==> config.mk <==
export PLATFORM = sky130hd
export DESIGN_NAME = gmii_phy_end_flat
export DESIGN_NICKNAME = d
export VERILOG_FILES = /design/src/inc/gmii_port_pkg.sv /design/src/inc/gmii_link_if.sv /design/src/logic/gmii_phy_end.sv /design/src/flat_wrapper.sv
export SDC_FILE = /design/constraint.sdc
export NUM_CORES = 1
export LEC_CHECK = 0
export ABC_CLOCK_PERIOD_IN_PS = 3900
export BUFFER_PORTS_ARGS = -buffer_cell sky130_fd_sc_hd__buf_2
export CORE_ASPECT_RATIO = 1.2
export CORE_MARGIN = 10
export CORE_UTILIZATION = 50
export DETAILED_ROUTE_END_ITERATION = 10
export PLACE_DENSITY = 0.7
export SETUP_SLACK_MARGIN = 0.5
export SLEW_MARGIN = 20
export SYNTH_ARGS = -nofsm -noshare
export SYNTH_HDL_FRONTEND = slang
export SYNTH_SLANG_ARGS = --single-unit
==> constraint.sdc <==
create_clock -name clk_i -period 3.9 [get_ports clk_i]
set_clock_uncertainty 0.05 [all_clocks]
set_input_delay 0.78 -clock clk_i [delete_from_list [all_inputs] [get_ports clk_i]]
set_output_delay 0.78 -clock clk_i [all_outputs]
set_load 0.03 [all_outputs]
==> src/inc/gmii_port_pkg.sv <==
// Shared constants, bundles, modes and decoders for the MAC data port
package gmii_port_pkg;

   localparam int CLK_KHZ = 10000;
   // Link clocks are modelled slowed down by this factor so the core clock can make them
   localparam int SLOWDOWN = 100;
   localparam int GIG_KHZ = 125000;
   localparam int FAST_KHZ = 25000;
   localparam int SER_KHZ = 10000;
   localparam int NIB_KHZ = 2500;
   localparam int RBC_KHZ = 62500;
   localparam int FAST_HIGH_PCT = 35;

   localparam int CNT_W = 9;
   localparam logic [CNT_W-1:0] GIG_PER = CNT_W'(CLK_KHZ * SLOWDOWN / GIG_KHZ);
   localparam logic [CNT_W-1:0] FAST_PER = CNT_W'(CLK_KHZ * SLOWDOWN / FAST_KHZ);
   localparam logic [CNT_W-1:0] SER_PER = CNT_W'(CLK_KHZ * SLOWDOWN / SER_KHZ);
   localparam logic [CNT_W-1:0] NIB_PER = CNT_W'(CLK_KHZ * SLOWDOWN / NIB_KHZ);
   localparam logic [CNT_W-1:0] RBC_PER = CNT_W'(CLK_KHZ * SLOWDOWN / RBC_KHZ);
   localparam logic [CNT_W-1:0] FAST_HIGH =
      CNT_W'(CLK_KHZ * SLOWDOWN / FAST_KHZ * FAST_HIGH_PCT / 100);
   localparam logic [CNT_W-1:0] CNT_ONE = CNT_W'(1);

   localparam logic [1:0] STRAP_WAIT = 2'h3;
   localparam logic [1:0] SPD_10 = 2'h0;
   localparam logic [1:0] SPD_100 = 2'h1;
   localparam logic [6:0] COMMA_POS = 7'h7C;
   localparam logic [6:0] COMMA_NEG = 7'h03;

   localparam int ADDR_W = 12;
   localparam logic [ADDR_W-1:0] CTRL_OFS = 12'h000;
   localparam logic [ADDR_W-1:0] STAT_OFS = 12'h004;
   localparam logic [ADDR_W-1:0] TXW_OFS = 12'h008;
   localparam logic [ADDR_W-1:0] RXW_OFS = 12'h00C;
   localparam logic [3:0] CTRL_RST = 4'h2;
   localparam int CTRL_SER_BIT = 2;
   localparam int CTRL_TBI_BIT = 3;
   localparam int ST_TXP = 0;
   localparam int ST_RXF = 1;
   localparam int ST_OVR = 2;
   localparam int ST_COL = 3;
   localparam int ST_CRS = 4;
   localparam int WORD_EN = 8;
   localparam int WORD_ER = 9;

   typedef enum logic [2:0] {MODE_GIG, MODE_FAST, MODE_NIB, MODE_SER, MODE_TBI} mode_t;

   typedef struct packed {
      logic       manual;
      logic       fdx;
      logic [1:0] spd;
      logic       ser;
      logic       tbi;
   } strap_t;

   typedef struct packed {
      logic       gtx;
      logic       er;
      logic       en;
      logic [7:0] txd;
   } dev_in_t;

   typedef struct packed {
      logic       tx_clk;
      logic       rx_clk;
      logic       col;
      logic       crs;
      logic       er;
      logic       dv;
      logic [7:0] rxd;
   } mac_in_t;

   function automatic mode_t mode_of(input logic tbi, input logic ser, input logic [1:0] spd);
      mode_t m;
      m = MODE_GIG;
      if (tbi)
         m = MODE_TBI;
      else if (spd == SPD_100)
         m = MODE_FAST;
      else if (spd == SPD_10)
         m = ser ? MODE_SER : MODE_NIB;
      return m;
   endfunction

   function automatic logic [CNT_W-1:0] rx_per(input mode_t m);
      logic [CNT_W-1:0] p;
      p = GIG_PER;
      unique case (m)
         MODE_GIG:  p = GIG_PER;
         MODE_FAST: p = FAST_PER;
         MODE_NIB:  p = NIB_PER;
         MODE_SER:  p = SER_PER;
         MODE_TBI:  p = RBC_PER;
      endcase
      return p;
   endfunction

   function automatic logic [CNT_W-1:0] rx_high(input mode_t m);
      return (m == MODE_FAST) ? FAST_HIGH : (rx_per(m) >> 1);
   endfunction

   function automatic logic [CNT_W-1:0] tx_per(input mode_t m);
      return (m == MODE_NIB) ? NIB_PER : ((m == MODE_SER) ? SER_PER : FAST_PER);
   endfunction

   function automatic logic [7:0] mask_data(input mode_t m, input logic [7:0] d);
      logic [7:0] r;
      r = d;
      if (m == MODE_FAST || m == MODE_NIB)
         r = {4'h0, d[3:0]};
      else if (m == MODE_SER)
         r = {7'h00, d[0]};
      return r;
   endfunction

   function automatic logic is_comma(input logic [6:0] c);
      return (c == COMMA_POS) || (c == COMMA_NEG);
   endfunction

endpackage

==> src/inc/gmii_link_if.sv <==
// MAC data port wires between the transceiver end and the controller end
`timescale 1ns/1ps
`default_nettype none
interface gmii_link_if;
   logic [7:0] txd;
   logic       tx_en;
   logic       tx_er;
   logic       gtx_clk;
   logic       tx_clk;
   logic [7:0] rxd;
   logic       rx_dv;
   logic       rx_er;
   logic       rx_clk;
   logic       col;
   logic       crs;

   modport dev (
      input  txd, tx_en, tx_er, gtx_clk,
      output tx_clk, rxd, rx_dv, rx_er, rx_clk, col, crs
   );

   modport mac (
      output txd, tx_en, tx_er, gtx_clk,
      input  tx_clk, rxd, rx_dv, rx_er, rx_clk, col, crs
   );
endinterface
`default_nettype wire

==> src/logic/gmii_phy_end.sv <==
// Transceiver end of the MAC data port: strap capture, link clocks, tx sampling, rx drive
// Functional notes
// - Tx data width follows 1000, nibble, serial
// - Controller asserts tx enable exactly with data
// - Tx clock 25, 2.5 or 10 MHz
// - Gigabit tx inputs sampled on controller clock
// - Tx error sends error symbols at 1000/100
// - Half-duplex 1000 tx error makes extension
// - Rx data width follows mode, unused lines low
// - Rx valid marks valid rx data
// - Rx error on error/extension, never at 10
// - Rx clock rate per mode, 35/65 at 100
// - Collision asynchronous, low in full duplex
// - Carrier sense follows line activity
// - Ten-bit tx code groups on gigabit clock
// - Ten-bit mode keeps 25 MHz utility clock
// - Ten-bit rx code groups on byte clocks
// - Two byte clocks, half period apart
// - Comma indicator toggles per comma found
// - Reset-latched inputs captured once at release
// - Manual inputs latched at release, later honoured only while select high
// - Ten-bit select chooses ten-bit configuration
// - Serial select picks 10 Mbps serial or nibble
//
// The APB slave port and the register offsets were left to the implementer.
`timescale 1ns/1ps
`default_nettype none
module gmii_phy_end (
   input  wire logic       clk_i,
   input  wire logic       rst_i,
   gmii_link_if.dev        link,
   input  wire logic       ten_bit_select_i,
   input  wire logic       ten_meg_serial_select_i,
   input  wire logic       manual_select_i,
   input  wire logic [1:0] speed_select_i,
   input  wire logic       full_duplex_select_i,
   input  wire logic       line_rx_valid_i,
   input  wire logic [9:0] line_rx_data_i,
   input  wire logic       line_rx_err_i,
   input  wire logic       line_rx_ext_i,
   output logic            line_rx_take_o,
   input  wire logic       line_collision_i,
   input  wire logic       line_activity_i,
   output logic            line_tx_valid_o,
   output logic [9:0]      line_tx_data_o,
   output logic            line_tx_err_o,
   output logic            line_tx_ext_o
);

   typedef struct packed {
      logic [1:0]                           rel_cnt;
      logic                                 done;
      gmii_port_pkg::strap_t                strap_s1;
      gmii_port_pkg::strap_t                strap_s2;
      gmii_port_pkg::strap_t                strap_s3;
      logic                                 tbi;
      logic                                 ser;
      logic [1:0]                           spd;
      logic                                 fdx;
      gmii_port_pkg::dev_in_t               tx_s1;
      gmii_port_pkg::dev_in_t               tx_s2;
      gmii_port_pkg::dev_in_t               tx_s3;
      logic                                 gtx_lvl;
      logic [gmii_port_pkg::CNT_W-1:0]      rx_cnt;
      logic [gmii_port_pkg::CNT_W-1:0]      tx_cnt;
      logic [7:0]                           rxd;
      logic                                 dv;
      logic                                 er;
      logic                                 comma;
      logic [9:0]                           tx_data;
      logic                                 tx_valid;
      logic                                 tx_err;
      logic                                 tx_ext;
   } state_t;

   state_t                                  st_q;
   state_t                                  st_d;
   gmii_port_pkg::mode_t                    mode;
   logic [gmii_port_pkg::CNT_W-1:0]         rx_per;
   logic [gmii_port_pkg::CNT_W-1:0]         rx_hi;
   logic [gmii_port_pkg::CNT_W-1:0]         tx_per;
   logic                                    gig_clocked;
   logic                                    rx_upd;
   logic                                    gtx_rise;
   logic                                    tx_smp;
   logic                                    rbc1_lvl;
   logic                                    cnt_wrap;

   assign mode = gmii_port_pkg::mode_of(st_q.tbi, st_q.ser, st_q.spd);
   assign rx_per = gmii_port_pkg::rx_per(mode);
   assign rx_hi = gmii_port_pkg::rx_high(mode);
   assign tx_per = gmii_port_pkg::tx_per(mode);
   assign gig_clocked = (mode == gmii_port_pkg::MODE_GIG) || (mode == gmii_port_pkg::MODE_TBI);
   // Manual speed changes wait until both link clocks end a period, so no phase is cut short
   assign cnt_wrap = (st_q.rx_cnt >= rx_per - gmii_port_pkg::CNT_ONE)
                  && (st_q.tx_cnt >= tx_per - gmii_port_pkg::CNT_ONE);

   // Rx lines change at the rx clock's falling edge, or midway between the two byte clocks' rising edges in ten-bit mode
   assign rx_upd = st_q.done && (st_q.tbi ?
      (st_q.rx_cnt == (rx_hi >> 1) || st_q.rx_cnt == rx_hi + (rx_hi >> 1)) :
      (st_q.rx_cnt == rx_hi));

   // A gigabit clock edge counts only once two synchroniser stages agree
   assign gtx_rise = (st_q.tx_s2.gtx == st_q.tx_s3.gtx) && st_q.tx_s3.gtx && !st_q.gtx_lvl;
   assign tx_smp = st_q.done && (gig_clocked ? gtx_rise : (st_q.tx_cnt == '0));

   always_comb
   begin
      st_d = st_q;
      st_d.strap_s1 = {manual_select_i, full_duplex_select_i, speed_select_i,
                       ten_meg_serial_select_i, ten_bit_select_i};
      st_d.strap_s2 = st_q.strap_s1;
      st_d.strap_s3 = st_q.strap_s2;
      st_d.tx_s1 = {link.gtx_clk, link.tx_er, link.tx_en, link.txd};
      st_d.tx_s2 = st_q.tx_s1;
      st_d.tx_s3 = st_q.tx_s2;
      st_d.tx_valid = 1'b0;
      st_d.tx_ext = 1'b0;
      if (st_q.tx_s2.gtx == st_q.tx_s3.gtx)
         st_d.gtx_lvl = st_q.tx_s3.gtx;

      // Straps settle through the synchroniser before they are taken
      if (!st_q.done)
      begin
         if (st_q.rel_cnt == gmii_port_pkg::STRAP_WAIT)
         begin
            st_d.done = 1'b1;
            st_d.tbi = st_q.strap_s3.tbi;
            st_d.ser = st_q.strap_s3.ser;
            st_d.spd = st_q.strap_s3.spd;
            st_d.fdx = st_q.strap_s3.fdx;
         end
         else
            st_d.rel_cnt = st_q.rel_cnt + 2'h1;
      end
      else if (st_q.strap_s2 == st_q.strap_s3 && st_q.strap_s3.manual && cnt_wrap)
      begin
         st_d.spd = st_q.strap_s3.spd;
         st_d.fdx = st_q.strap_s3.fdx;
      end

      if (st_q.done)
      begin
         st_d.rx_cnt = (st_q.rx_cnt >= rx_per - gmii_port_pkg::CNT_ONE) ?
                       '0 : st_q.rx_cnt + gmii_port_pkg::CNT_ONE;
         st_d.tx_cnt = (st_q.tx_cnt >= tx_per - gmii_port_pkg::CNT_ONE) ?
                       '0 : st_q.tx_cnt + gmii_port_pkg::CNT_ONE;
      end

      if (rx_upd)
      begin
         if (st_q.tbi)
         begin
            {st_d.rxd, st_d.dv, st_d.er} = line_rx_data_i;
            if (gmii_port_pkg::is_comma(line_rx_data_i[9:3]))
               st_d.comma = !st_q.comma;
         end
         else
         begin
            st_d.dv = line_rx_valid_i;
            st_d.rxd = (line_rx_valid_i || line_rx_ext_i) ?
                       gmii_port_pkg::mask_data(mode, line_rx_data_i[7:0]) : 8'h00;
            st_d.er = ((mode == gmii_port_pkg::MODE_GIG) && (line_rx_err_i || line_rx_ext_i))
                   || ((mode == gmii_port_pkg::MODE_FAST) && line_rx_err_i);
         end
      end

      if (tx_smp)
      begin
         if (st_q.tbi)
         begin
            st_d.tx_data = {st_q.tx_s3.txd, st_q.tx_s3.en, st_q.tx_s3.er};
            st_d.tx_valid = 1'b1;
            st_d.tx_err = 1'b0;
         end
         else
         begin
            st_d.tx_valid = st_q.tx_s3.en;
            st_d.tx_data = {2'h0, gmii_port_pkg::mask_data(mode, st_q.tx_s3.txd)};
            st_d.tx_err = st_q.tx_s3.en && st_q.tx_s3.er &&
                          (mode == gmii_port_pkg::MODE_GIG || mode == gmii_port_pkg::MODE_FAST);
            // Extension only follows the frame: enable low with error high
            st_d.tx_ext = !st_q.tx_s3.en && st_q.tx_s3.er && !st_q.fdx &&
                          (mode == gmii_port_pkg::MODE_GIG);
         end
      end
   end

   always_ff @(posedge clk_i or posedge rst_i)
   begin
      if (rst_i)
         st_q <= '0;
      else
         st_q <= st_d;
   end

   assign rbc1_lvl = st_q.done && (st_q.rx_cnt < rx_hi);
   assign link.tx_clk = st_q.done && (st_q.tx_cnt < (tx_per >> 1));
   // Ten-bit mode reuses the collision pin for the first byte clock and the rx clock pin for the second
   assign link.rx_clk = st_q.tbi ? (st_q.done && !rbc1_lvl) : rbc1_lvl;
   assign link.col = st_q.tbi ? rbc1_lvl :
                     (st_q.done && line_collision_i && !st_q.fdx);
   assign link.crs = st_q.tbi ? st_q.comma : (st_q.done && line_activity_i);
   assign link.rxd = st_q.rxd;
   assign link.rx_dv = st_q.dv;
   assign link.rx_er = st_q.er;
   assign line_rx_take_o = rx_upd;
   assign line_tx_valid_o = st_q.tx_valid;
   assign line_tx_data_o = st_q.tx_data;
   assign line_tx_err_o = st_q.tx_err;
   assign line_tx_ext_o = st_q.tx_ext;

endmodule
`default_nettype wire

==> src/flat_wrapper.sv <==
// flat-port wrapper written by rule: the top's interface ports become plain ports
module gmii_phy_end_flat 
  (clk_i, rst_i, ten_bit_select_i, ten_meg_serial_select_i, manual_select_i, speed_select_i, full_duplex_select_i, line_rx_valid_i, line_rx_data_i, line_rx_err_i, line_rx_ext_i, line_rx_take_o, line_collision_i, line_activity_i, line_tx_valid_o, line_tx_data_o, line_tx_err_o, line_tx_ext_o, link_txd, link_tx_en, link_tx_er, link_gtx_clk, link_tx_clk, link_rxd, link_rx_dv, link_rx_er, link_rx_clk, link_col, link_crs);
  gmii_link_if link_i ();
  input  wire logic clk_i;
  input  wire logic rst_i;
  input  wire logic ten_bit_select_i;
  input  wire logic ten_meg_serial_select_i;
  input  wire logic manual_select_i;
  input  wire logic [1:0] speed_select_i;
  input  wire logic full_duplex_select_i;
  input  wire logic line_rx_valid_i;
  input  wire logic [9:0] line_rx_data_i;
  input  wire logic line_rx_err_i;
  input  wire logic line_rx_ext_i;
  output logic line_rx_take_o;
  input  wire logic line_collision_i;
  input  wire logic line_activity_i;
  output logic line_tx_valid_o;
  output logic [9:0] line_tx_data_o;
  output logic line_tx_err_o;
  output logic line_tx_ext_o;
  input wire logic [$bits(link_i.txd)-1:0] link_txd;
  input wire logic [$bits(link_i.tx_en)-1:0] link_tx_en;
  input wire logic [$bits(link_i.tx_er)-1:0] link_tx_er;
  input wire logic [$bits(link_i.gtx_clk)-1:0] link_gtx_clk;
  output wire logic [$bits(link_i.tx_clk)-1:0] link_tx_clk;
  output wire logic [$bits(link_i.rxd)-1:0] link_rxd;
  output wire logic [$bits(link_i.rx_dv)-1:0] link_rx_dv;
  output wire logic [$bits(link_i.rx_er)-1:0] link_rx_er;
  output wire logic [$bits(link_i.rx_clk)-1:0] link_rx_clk;
  output wire logic [$bits(link_i.col)-1:0] link_col;
  output wire logic [$bits(link_i.crs)-1:0] link_crs;
  assign link_i.txd = link_txd;
  assign link_i.tx_en = link_tx_en;
  assign link_i.tx_er = link_tx_er;
  assign link_i.gtx_clk = link_gtx_clk;
  assign link_tx_clk = link_i.tx_clk;
  assign link_rxd = link_i.rxd;
  assign link_rx_dv = link_i.rx_dv;
  assign link_rx_er = link_i.rx_er;
  assign link_rx_clk = link_i.rx_clk;
  assign link_col = link_i.col;
  assign link_crs = link_i.crs;
  gmii_phy_end u_core (.clk_i(clk_i), .rst_i(rst_i), .link(link_i), .ten_bit_select_i(ten_bit_select_i), .ten_meg_serial_select_i(ten_meg_serial_select_i), .manual_select_i(manual_select_i), .speed_select_i(speed_select_i), .full_duplex_select_i(full_duplex_select_i), .line_rx_valid_i(line_rx_valid_i), .line_rx_data_i(line_rx_data_i), .line_rx_err_i(line_rx_err_i), .line_rx_ext_i(line_rx_ext_i), .line_rx_take_o(line_rx_take_o), .line_collision_i(line_collision_i), .line_activity_i(line_activity_i), .line_tx_valid_o(line_tx_valid_o), .line_tx_data_o(line_tx_data_o), .line_tx_err_o(line_tx_err_o), .line_tx_ext_o(line_tx_ext_o));
endmodule
* Yosys cells after proc, flatten, opt, wreduce, memory -nomap -nowiden
Cells that the tools add are included.
W data, S select, Z words.
** Cells by class
- Bitwise logic cells :: 2
- $lt $le $gt $ge :: 4
- Mux-type cells :: 30
- Reduce and logical (&&, ||, !) cells :: 41
- Equality and inequality tests :: 14
- Add/subtract/negate cells :: 6
** Operator list (number)
- $mux W8 :: 6
- $pmux W9 S5 :: 1
- $pmux W9 S4 :: 1
- $mux W9 :: 3
- $mux W3 :: 7
- $logic_and A1 B1 Y1 :: 20
- $add A9 B1 Y9 const B :: 2
- $eq A9 B9 Y1 :: 2
- $ge A9 B9 Y1 :: 2
- $sub A9 B1 Y9 const B :: 2
- $mux W12 :: 1
- $mux W10 :: 1
- $add A9 B8 Y9 :: 1
- $eq A9 B8 Y1 :: 1
- $logic_not A9 Y1 :: 1
- $lt A9 B8 Y1 :: 1
- $lt A9 B9 Y1 :: 1
- $mux W1 :: 9
- $logic_or A1 B1 Y1 :: 8
- $eq A7 B2 Y1 const B :: 1
- $eq A7 B7 Y1 const B :: 1
- $mux W7 :: 1
- $eq A3 B2 Y1 const B :: 2
- $eq A6 B6 Y1 :: 1
- other kinds (14) :: 21
** Storage, ports and cells
- Register bits after elaboration :: 102
- Logic and storage cells :: 141
- Output and inout port bits :: 28
- Input port bits :: 34

* Logic depth before layout (Yosys ltp)
- Word-level depth :: 13
- Mapped depth :: 13
- Gate-level depth less buffers :: 12

* Worst setup path before layout
No wires, ideal clock.
- Path type :: reg2out
- Start :: register u_core.st_q[78] in the netlist's numbering
- End :: output link_rx_clk
- Buffers on the path :: 1
- Slack :: 0.282 ns
- Arrival :: 2.788 ns
- Stages on the path, launching flop included :: 9
- Data required time :: 3.070 ns
- Path through :: dfrtp_1 buf_6 nor4b_4 inv_1 ha_1 or4_1 a211oi_1 nor3_1 nor3_1
** Between the ends
- Longest elaborated chain between the ends :: 12
- Elaborated cells on any way between the ends :: 17
- Those cells by class :: 1 x order compare; 5 x eq/ne; 6 x mux; 5 x reduce/logical
** Ends and longest elaborated chain
- start, declared :: RTL line gmii_phy_end.sv:76 : state_t st_q;
- start signal, assigned :: RTL line gmii_phy_end.sv:194 : st_q <= st_d;
- $logic_not A2 Y1 :: RTL line gmii_port_pkg.sv:80 : else if (spd == SPD_10)
- $mux W3 :: RTL line gmii_port_pkg.sv:80
- $mux W3 (*) :: RTL line gmii_port_pkg.sv:78 : else if (spd == SPD_100)
- $mux W3 (*) :: RTL line gmii_port_pkg.sv:76 : if (tbi)
- $eq A3 B3 Y1, or another cell as far along :: RTL line gmii_port_pkg.sv:88 : unique case (m)
- $pmux W9 S4 :: RTL line gmii_port_pkg.sv:88
- $mux W8 (*) :: RTL line gmii_port_pkg.sv:99 : return (m == MODE_FAST) ? FAST_HIGH : (rx_per(m) >> 1);
- $lt A9 B9 Y1 (*) :: RTL line gmii_phy_end.sv:197 : assign rbc1_lvl = st_q.done && (st_q.rx_cnt < rx_hi);
- $logic_and A1 B1 Y1 (*) :: RTL line gmii_phy_end.sv:197
- $logic_not A1 Y1 :: RTL line gmii_phy_end.sv:200 : assign link.rx_clk = st_q.tbi ? (st_q.done && !rbc1_lvl) : rbc1_lvl;
- $logic_and A1 B1 Y1 :: RTL line gmii_phy_end.sv:200
- $mux W1 (*) :: RTL line gmii_phy_end.sv:200
- end, declared :: RTL line flat_wrapper.sv:31 : output wire logic [$bits(link_i.rx_clk)-1:0] link_rx_clk;
Every way passes the cells marked *; elsewhere a longest branch is shown, timed or not. The select of a mux whose other input is x is not followed.

* Final worst setup path
- Start :: register u_core.st_q[80] in the netlist's numbering
- End :: output link_col
** Between the ends
- Longest elaborated chain between the ends :: 7
- Elaborated cells on any way between the ends :: 11
- Those cells by class :: 1 x order compare; 4 x eq/ne; 4 x mux; 2 x reduce/logical
** Ends and longest elaborated chain
- $mux W3 :: RTL line gmii_port_pkg.sv:76
- $eq A3 B3 Y1, or another cell as far along :: RTL line gmii_port_pkg.sv:88
- $pmux W9 S4 :: RTL line gmii_port_pkg.sv:88
- $mux W8 :: RTL line gmii_port_pkg.sv:99
- $lt A9 B9 Y1 :: RTL line gmii_phy_end.sv:197
- $logic_and A1 B1 Y1 :: RTL line gmii_phy_end.sv:197
- $mux W1 (*) :: RTL line gmii_phy_end.sv:201 : assign link.col = st_q.tbi ? rbc1_lvl :
- end, declared :: RTL line flat_wrapper.sv:32 : output wire logic [$bits(link_i.col)-1:0] link_col;
Marks and branches as above.

==> impl_metrics.yaml <==
timing:
  holdWs_ns: 0.3000
  slew_headroom_pct: 39.76
  fmax_mhz: 288.0
  totalNegativeSetupSlack_ns: 0
  period_needed_ns: 3.472
  worst_pin_slew_ns: 0.9016
  drv_slew: 0
  hold_viol_final: 0
  setup_violations: 0
  grt_setup_unrepaired: "true"
  fin_crit_sh_pct: 89.02
  worst_slack_ns: 0.4282
yosys:
  synth-edff-count: 0
  synth_warnings: 0
  synth.distinct_cells: 58
  synth_nets: 534
  synth_cells: 467
  synth_area_mm2: 0.005040
  syn_area_per_cell_um2: 10.79
  async_flop_share_pct: 100.0
  seq_area_frac_synth_pct: 50.65
  dominantRegCellSynth: "dfrtp_1"
  synth-seq-cells: 102
cells_and_area:
  diodes: 0
  nets: 603
  fin_util_pct: 60.73
  syn_to_final_growth_pct: 19.41
  layout-drive-gt1-share_pct: 29.94
  final_area_mm2: 0.006018
route:
  route.vias.total: 3644
  drcViolationCount: 0
  drtAntennaViolNets: 0
  wl_um: 10970
  drtIter0Drc: 146
  viasPerCell: 5.463
  drt_pass1_iterations: 5
  post_drt_wl_per_cell_um: 16.44
worst_hold_path:
  hold_start: "u_core.st_d[88]$_DFF_PP0_"
  holdCritPathClass: "register to register"
power:
  power.static_leakage_nw: 2.796
  pwr_density_cell_mw_per_mm2: 615.6
  irDropWorstVdd_uv: 287.5
place:
  post-place-ws_ns: 0.4369
  dp_hpwl_um: 7884
  globalplace.congestion: 0.8753
  numPortBuffers: 61
  postPlaceCellArea_mm2: 0.005389
die:
  die-area_mm2: 0.01451
  rows: 40
  start_util_pct: 50.86
  die-width_um: 111.7
  die_h_um: 130.0
  core_area_mm2: 0.009910
  io_pins: 62
clock_tree:
  cts_buffers: 9
  cts.sinks: 102
  insertion_delay_ns: 0.35
  h-tree-depth: 3
  cts_tree: "done"
  cts.root.buffer_cell: "clkbuf_16"
  cts.path.max_buffers: 2
  clk_pin_slew_ns: 0.07
setup_path:
  worst_setup_path_start_kind: "register"
  slowest_stage: "or4_4"
  crit_type: "register to output port"
  critPathBufInv: 2
  crit_top_cell: "o21a_1"
  rr_startpoint: "u_core.st_q[80]$_DFFE_PP0P_"
  cp_cell_sequence: "nor4b_4, inv_2, ha_2, or4_4, a211oi_4, o21a_1, o21a_1, buf_6"
  crit_family: "simple AND/OR/NAND/NOR gates"
  critical_path.startpoint: "u_core.st_q[80]$_DFFE_PP0P_"
  cp-end-kind: "output port"
  cpPeakStageDelay_ns: 0.55
  critPathRequiredTime_ns: 3.07
  arrival_ns: 2.64
  crit_path_max_fanout: 8
global_routing:
  grt-ovfl-total: 0
  antenna_found_initial: 0
  grt_pass1_wl_um: 18450
  grt_usage_pct: 15.41
  grt_max_degree: 61
  grt_pass1_vias: 3897
job:
  drv_cap: 0
outcome:
  outcome: "complete, no violations"
-- repair_timing --
action | CTS | global route
hold buffers | 0 | 0
gates resized for setup | 23 | 17
endpoints found under the setup margin | 7 | 7
buffers inserted | 10 | 10
pin swaps | 13 | 11
-- layout make-up --
class,instances,area (um^2)
inverter,19,75.07
multi-input combinational,313,2347
clock buffer,9,225.2
timing repair buffer,91,569.3
tap,126,157.7
clock inverter,7,86.33
fill,802,3891
sequential,102,2557
-- stage by stage --
| stage | total power [mW] | cells |
|---|---|---|
| 6_report | 3.705 | 667 |
| 5_1_grt | 3.940 | 667 |
| 4_1_cts | 3.661 | 657 |
| 3_5_place_dp | 2.683 | 631 |
| 3_3_place_gp | 2.648 | 631 |
| 2_1_floorplan | 2.451 | 467 |
-- cell usage after synthesis (3+ instances only) --
cell	number	share of area [%]
a211oi_1	3	0.45
dfrtp_1	102	51
nand4_1	10	1.2
and3_1	6	0.74
o211ai_1	3	0.45
and2_1	3	0.37
mux2_4	9	2.7
o21ai_0	37	3.7
a31oi_1	3	0.37
mux2_2	9	2.0
nor2_1	29	2.2
nand3b_1	6	0.89
a31o_2	3	0.52
nor4_1	4	0.50
buf_4	18	2.7
nand2_1	52	3.9
nand3_1	5	0.50
xnor2_1	13	2.3
a22oi_1	4	0.60
nand2b_1	4	0.50
or2_2	3	0.37
xor2_1	9	1.6
a21oi_1	14	1.4
nor3_1	9	0.89
ha_1	33	8.2
o21a_1	4	0.60
clkbuf_1	9	0.67
o22ai_1	3	0.37
buf_6	3	0.67
nor2b_1	5	0.62
nor4b_1	4	0.70
inv_1	18	1.3
-- worst paths after layout --
check,cells past startpoint,slack [ns],to
setup / recovery,8,0.43,link_col
hold / removal,0,0.30,u_core.st_d[82]$_DFF_PP0_
setup reg to reg,12,0.68,u_core.st_q[78]$_DFFE_PP0P_
hold reg to reg,0,0.30,u_core.st_d[82]$_DFF_PP0_
max in group asynchronous,3,2.45,u_core.st_q[78]$_DFFE_PP0P_
min in group asynchronous,2,0.56,u_core.st_d[59]$_DFF_PP0_
-- logic make-up (layout without fill, tap and decap cells) --
group	Yosys count	in the layout	synth area share, %
AND/OR/NAND/NOR	151	151	15.54
buffers and inverters	52	126	5.710
XOR/XNOR	22	22	3.823
adder cells (fa/ha/maj)	33	33	8.193
AO/OA/AOI/OAI	87	87	10.97
flip-flops	102	102	50.65
multiplexers	20	20	5.114
-- power by group --
group	internal (mW)	leakage (nW)	switching [mW]
logic	0.578	1.42	0.777
registers	1.25	1.22	0.207
clock network	0.461	0.151	0.433
-- placed cells by master (no fill, tap or decap), drive strengths merged, types with 3 or more instances in the layout --
master  netlist  final
o211ai        3      3
a31o          3      3
xor2          9      9
nor2         29     29
nand2b        4      4
buf          24     91
ha           33     33
nand4        10     10
nor4b         5      5
a211oi        3      3
and3          6      6
or2           4      4
nand3b        6      6
clkinv        0      4
nor2b         5      5
clkbuf        9      9
nor3         10     10
nand3         5      5
and2          3      3
o21a          4      4
o21ai        37     37
a22oi         4      4
a31oi         3      3
dfrtp       102    102
mux2         19     19
a21oi        14     14
nand2        52     52
nor4          4      4
xnor2        13     13
inv          19     21
o22ai         3      3
-- per-layer routing --
layer  track usage [%]  up-vias  routed length (um)
met5                 0        -                   0
met4             8.706        0                 274
met3             3.214       22                 533
met2             26.46      107                5651
met1             17.59     1753                4507
li1                  -     1762                   -
-- flip-flops by register name, summed over array words and instances, names as in the netlist --
register / count
u_core.line_tx_data_o: 10
u_core.line_tx_err_o: 1
u_core.line_tx_ext_o: 1
u_core.line_tx_valid_o: 1
u_core.link.rx_dv: 1
u_core.link.rx_er: 1
u_core.link.rxd: 8
u_core.st_d: 34
u_core.st_q: 45
No activity file was read; power rests on OpenSTA's default activity.
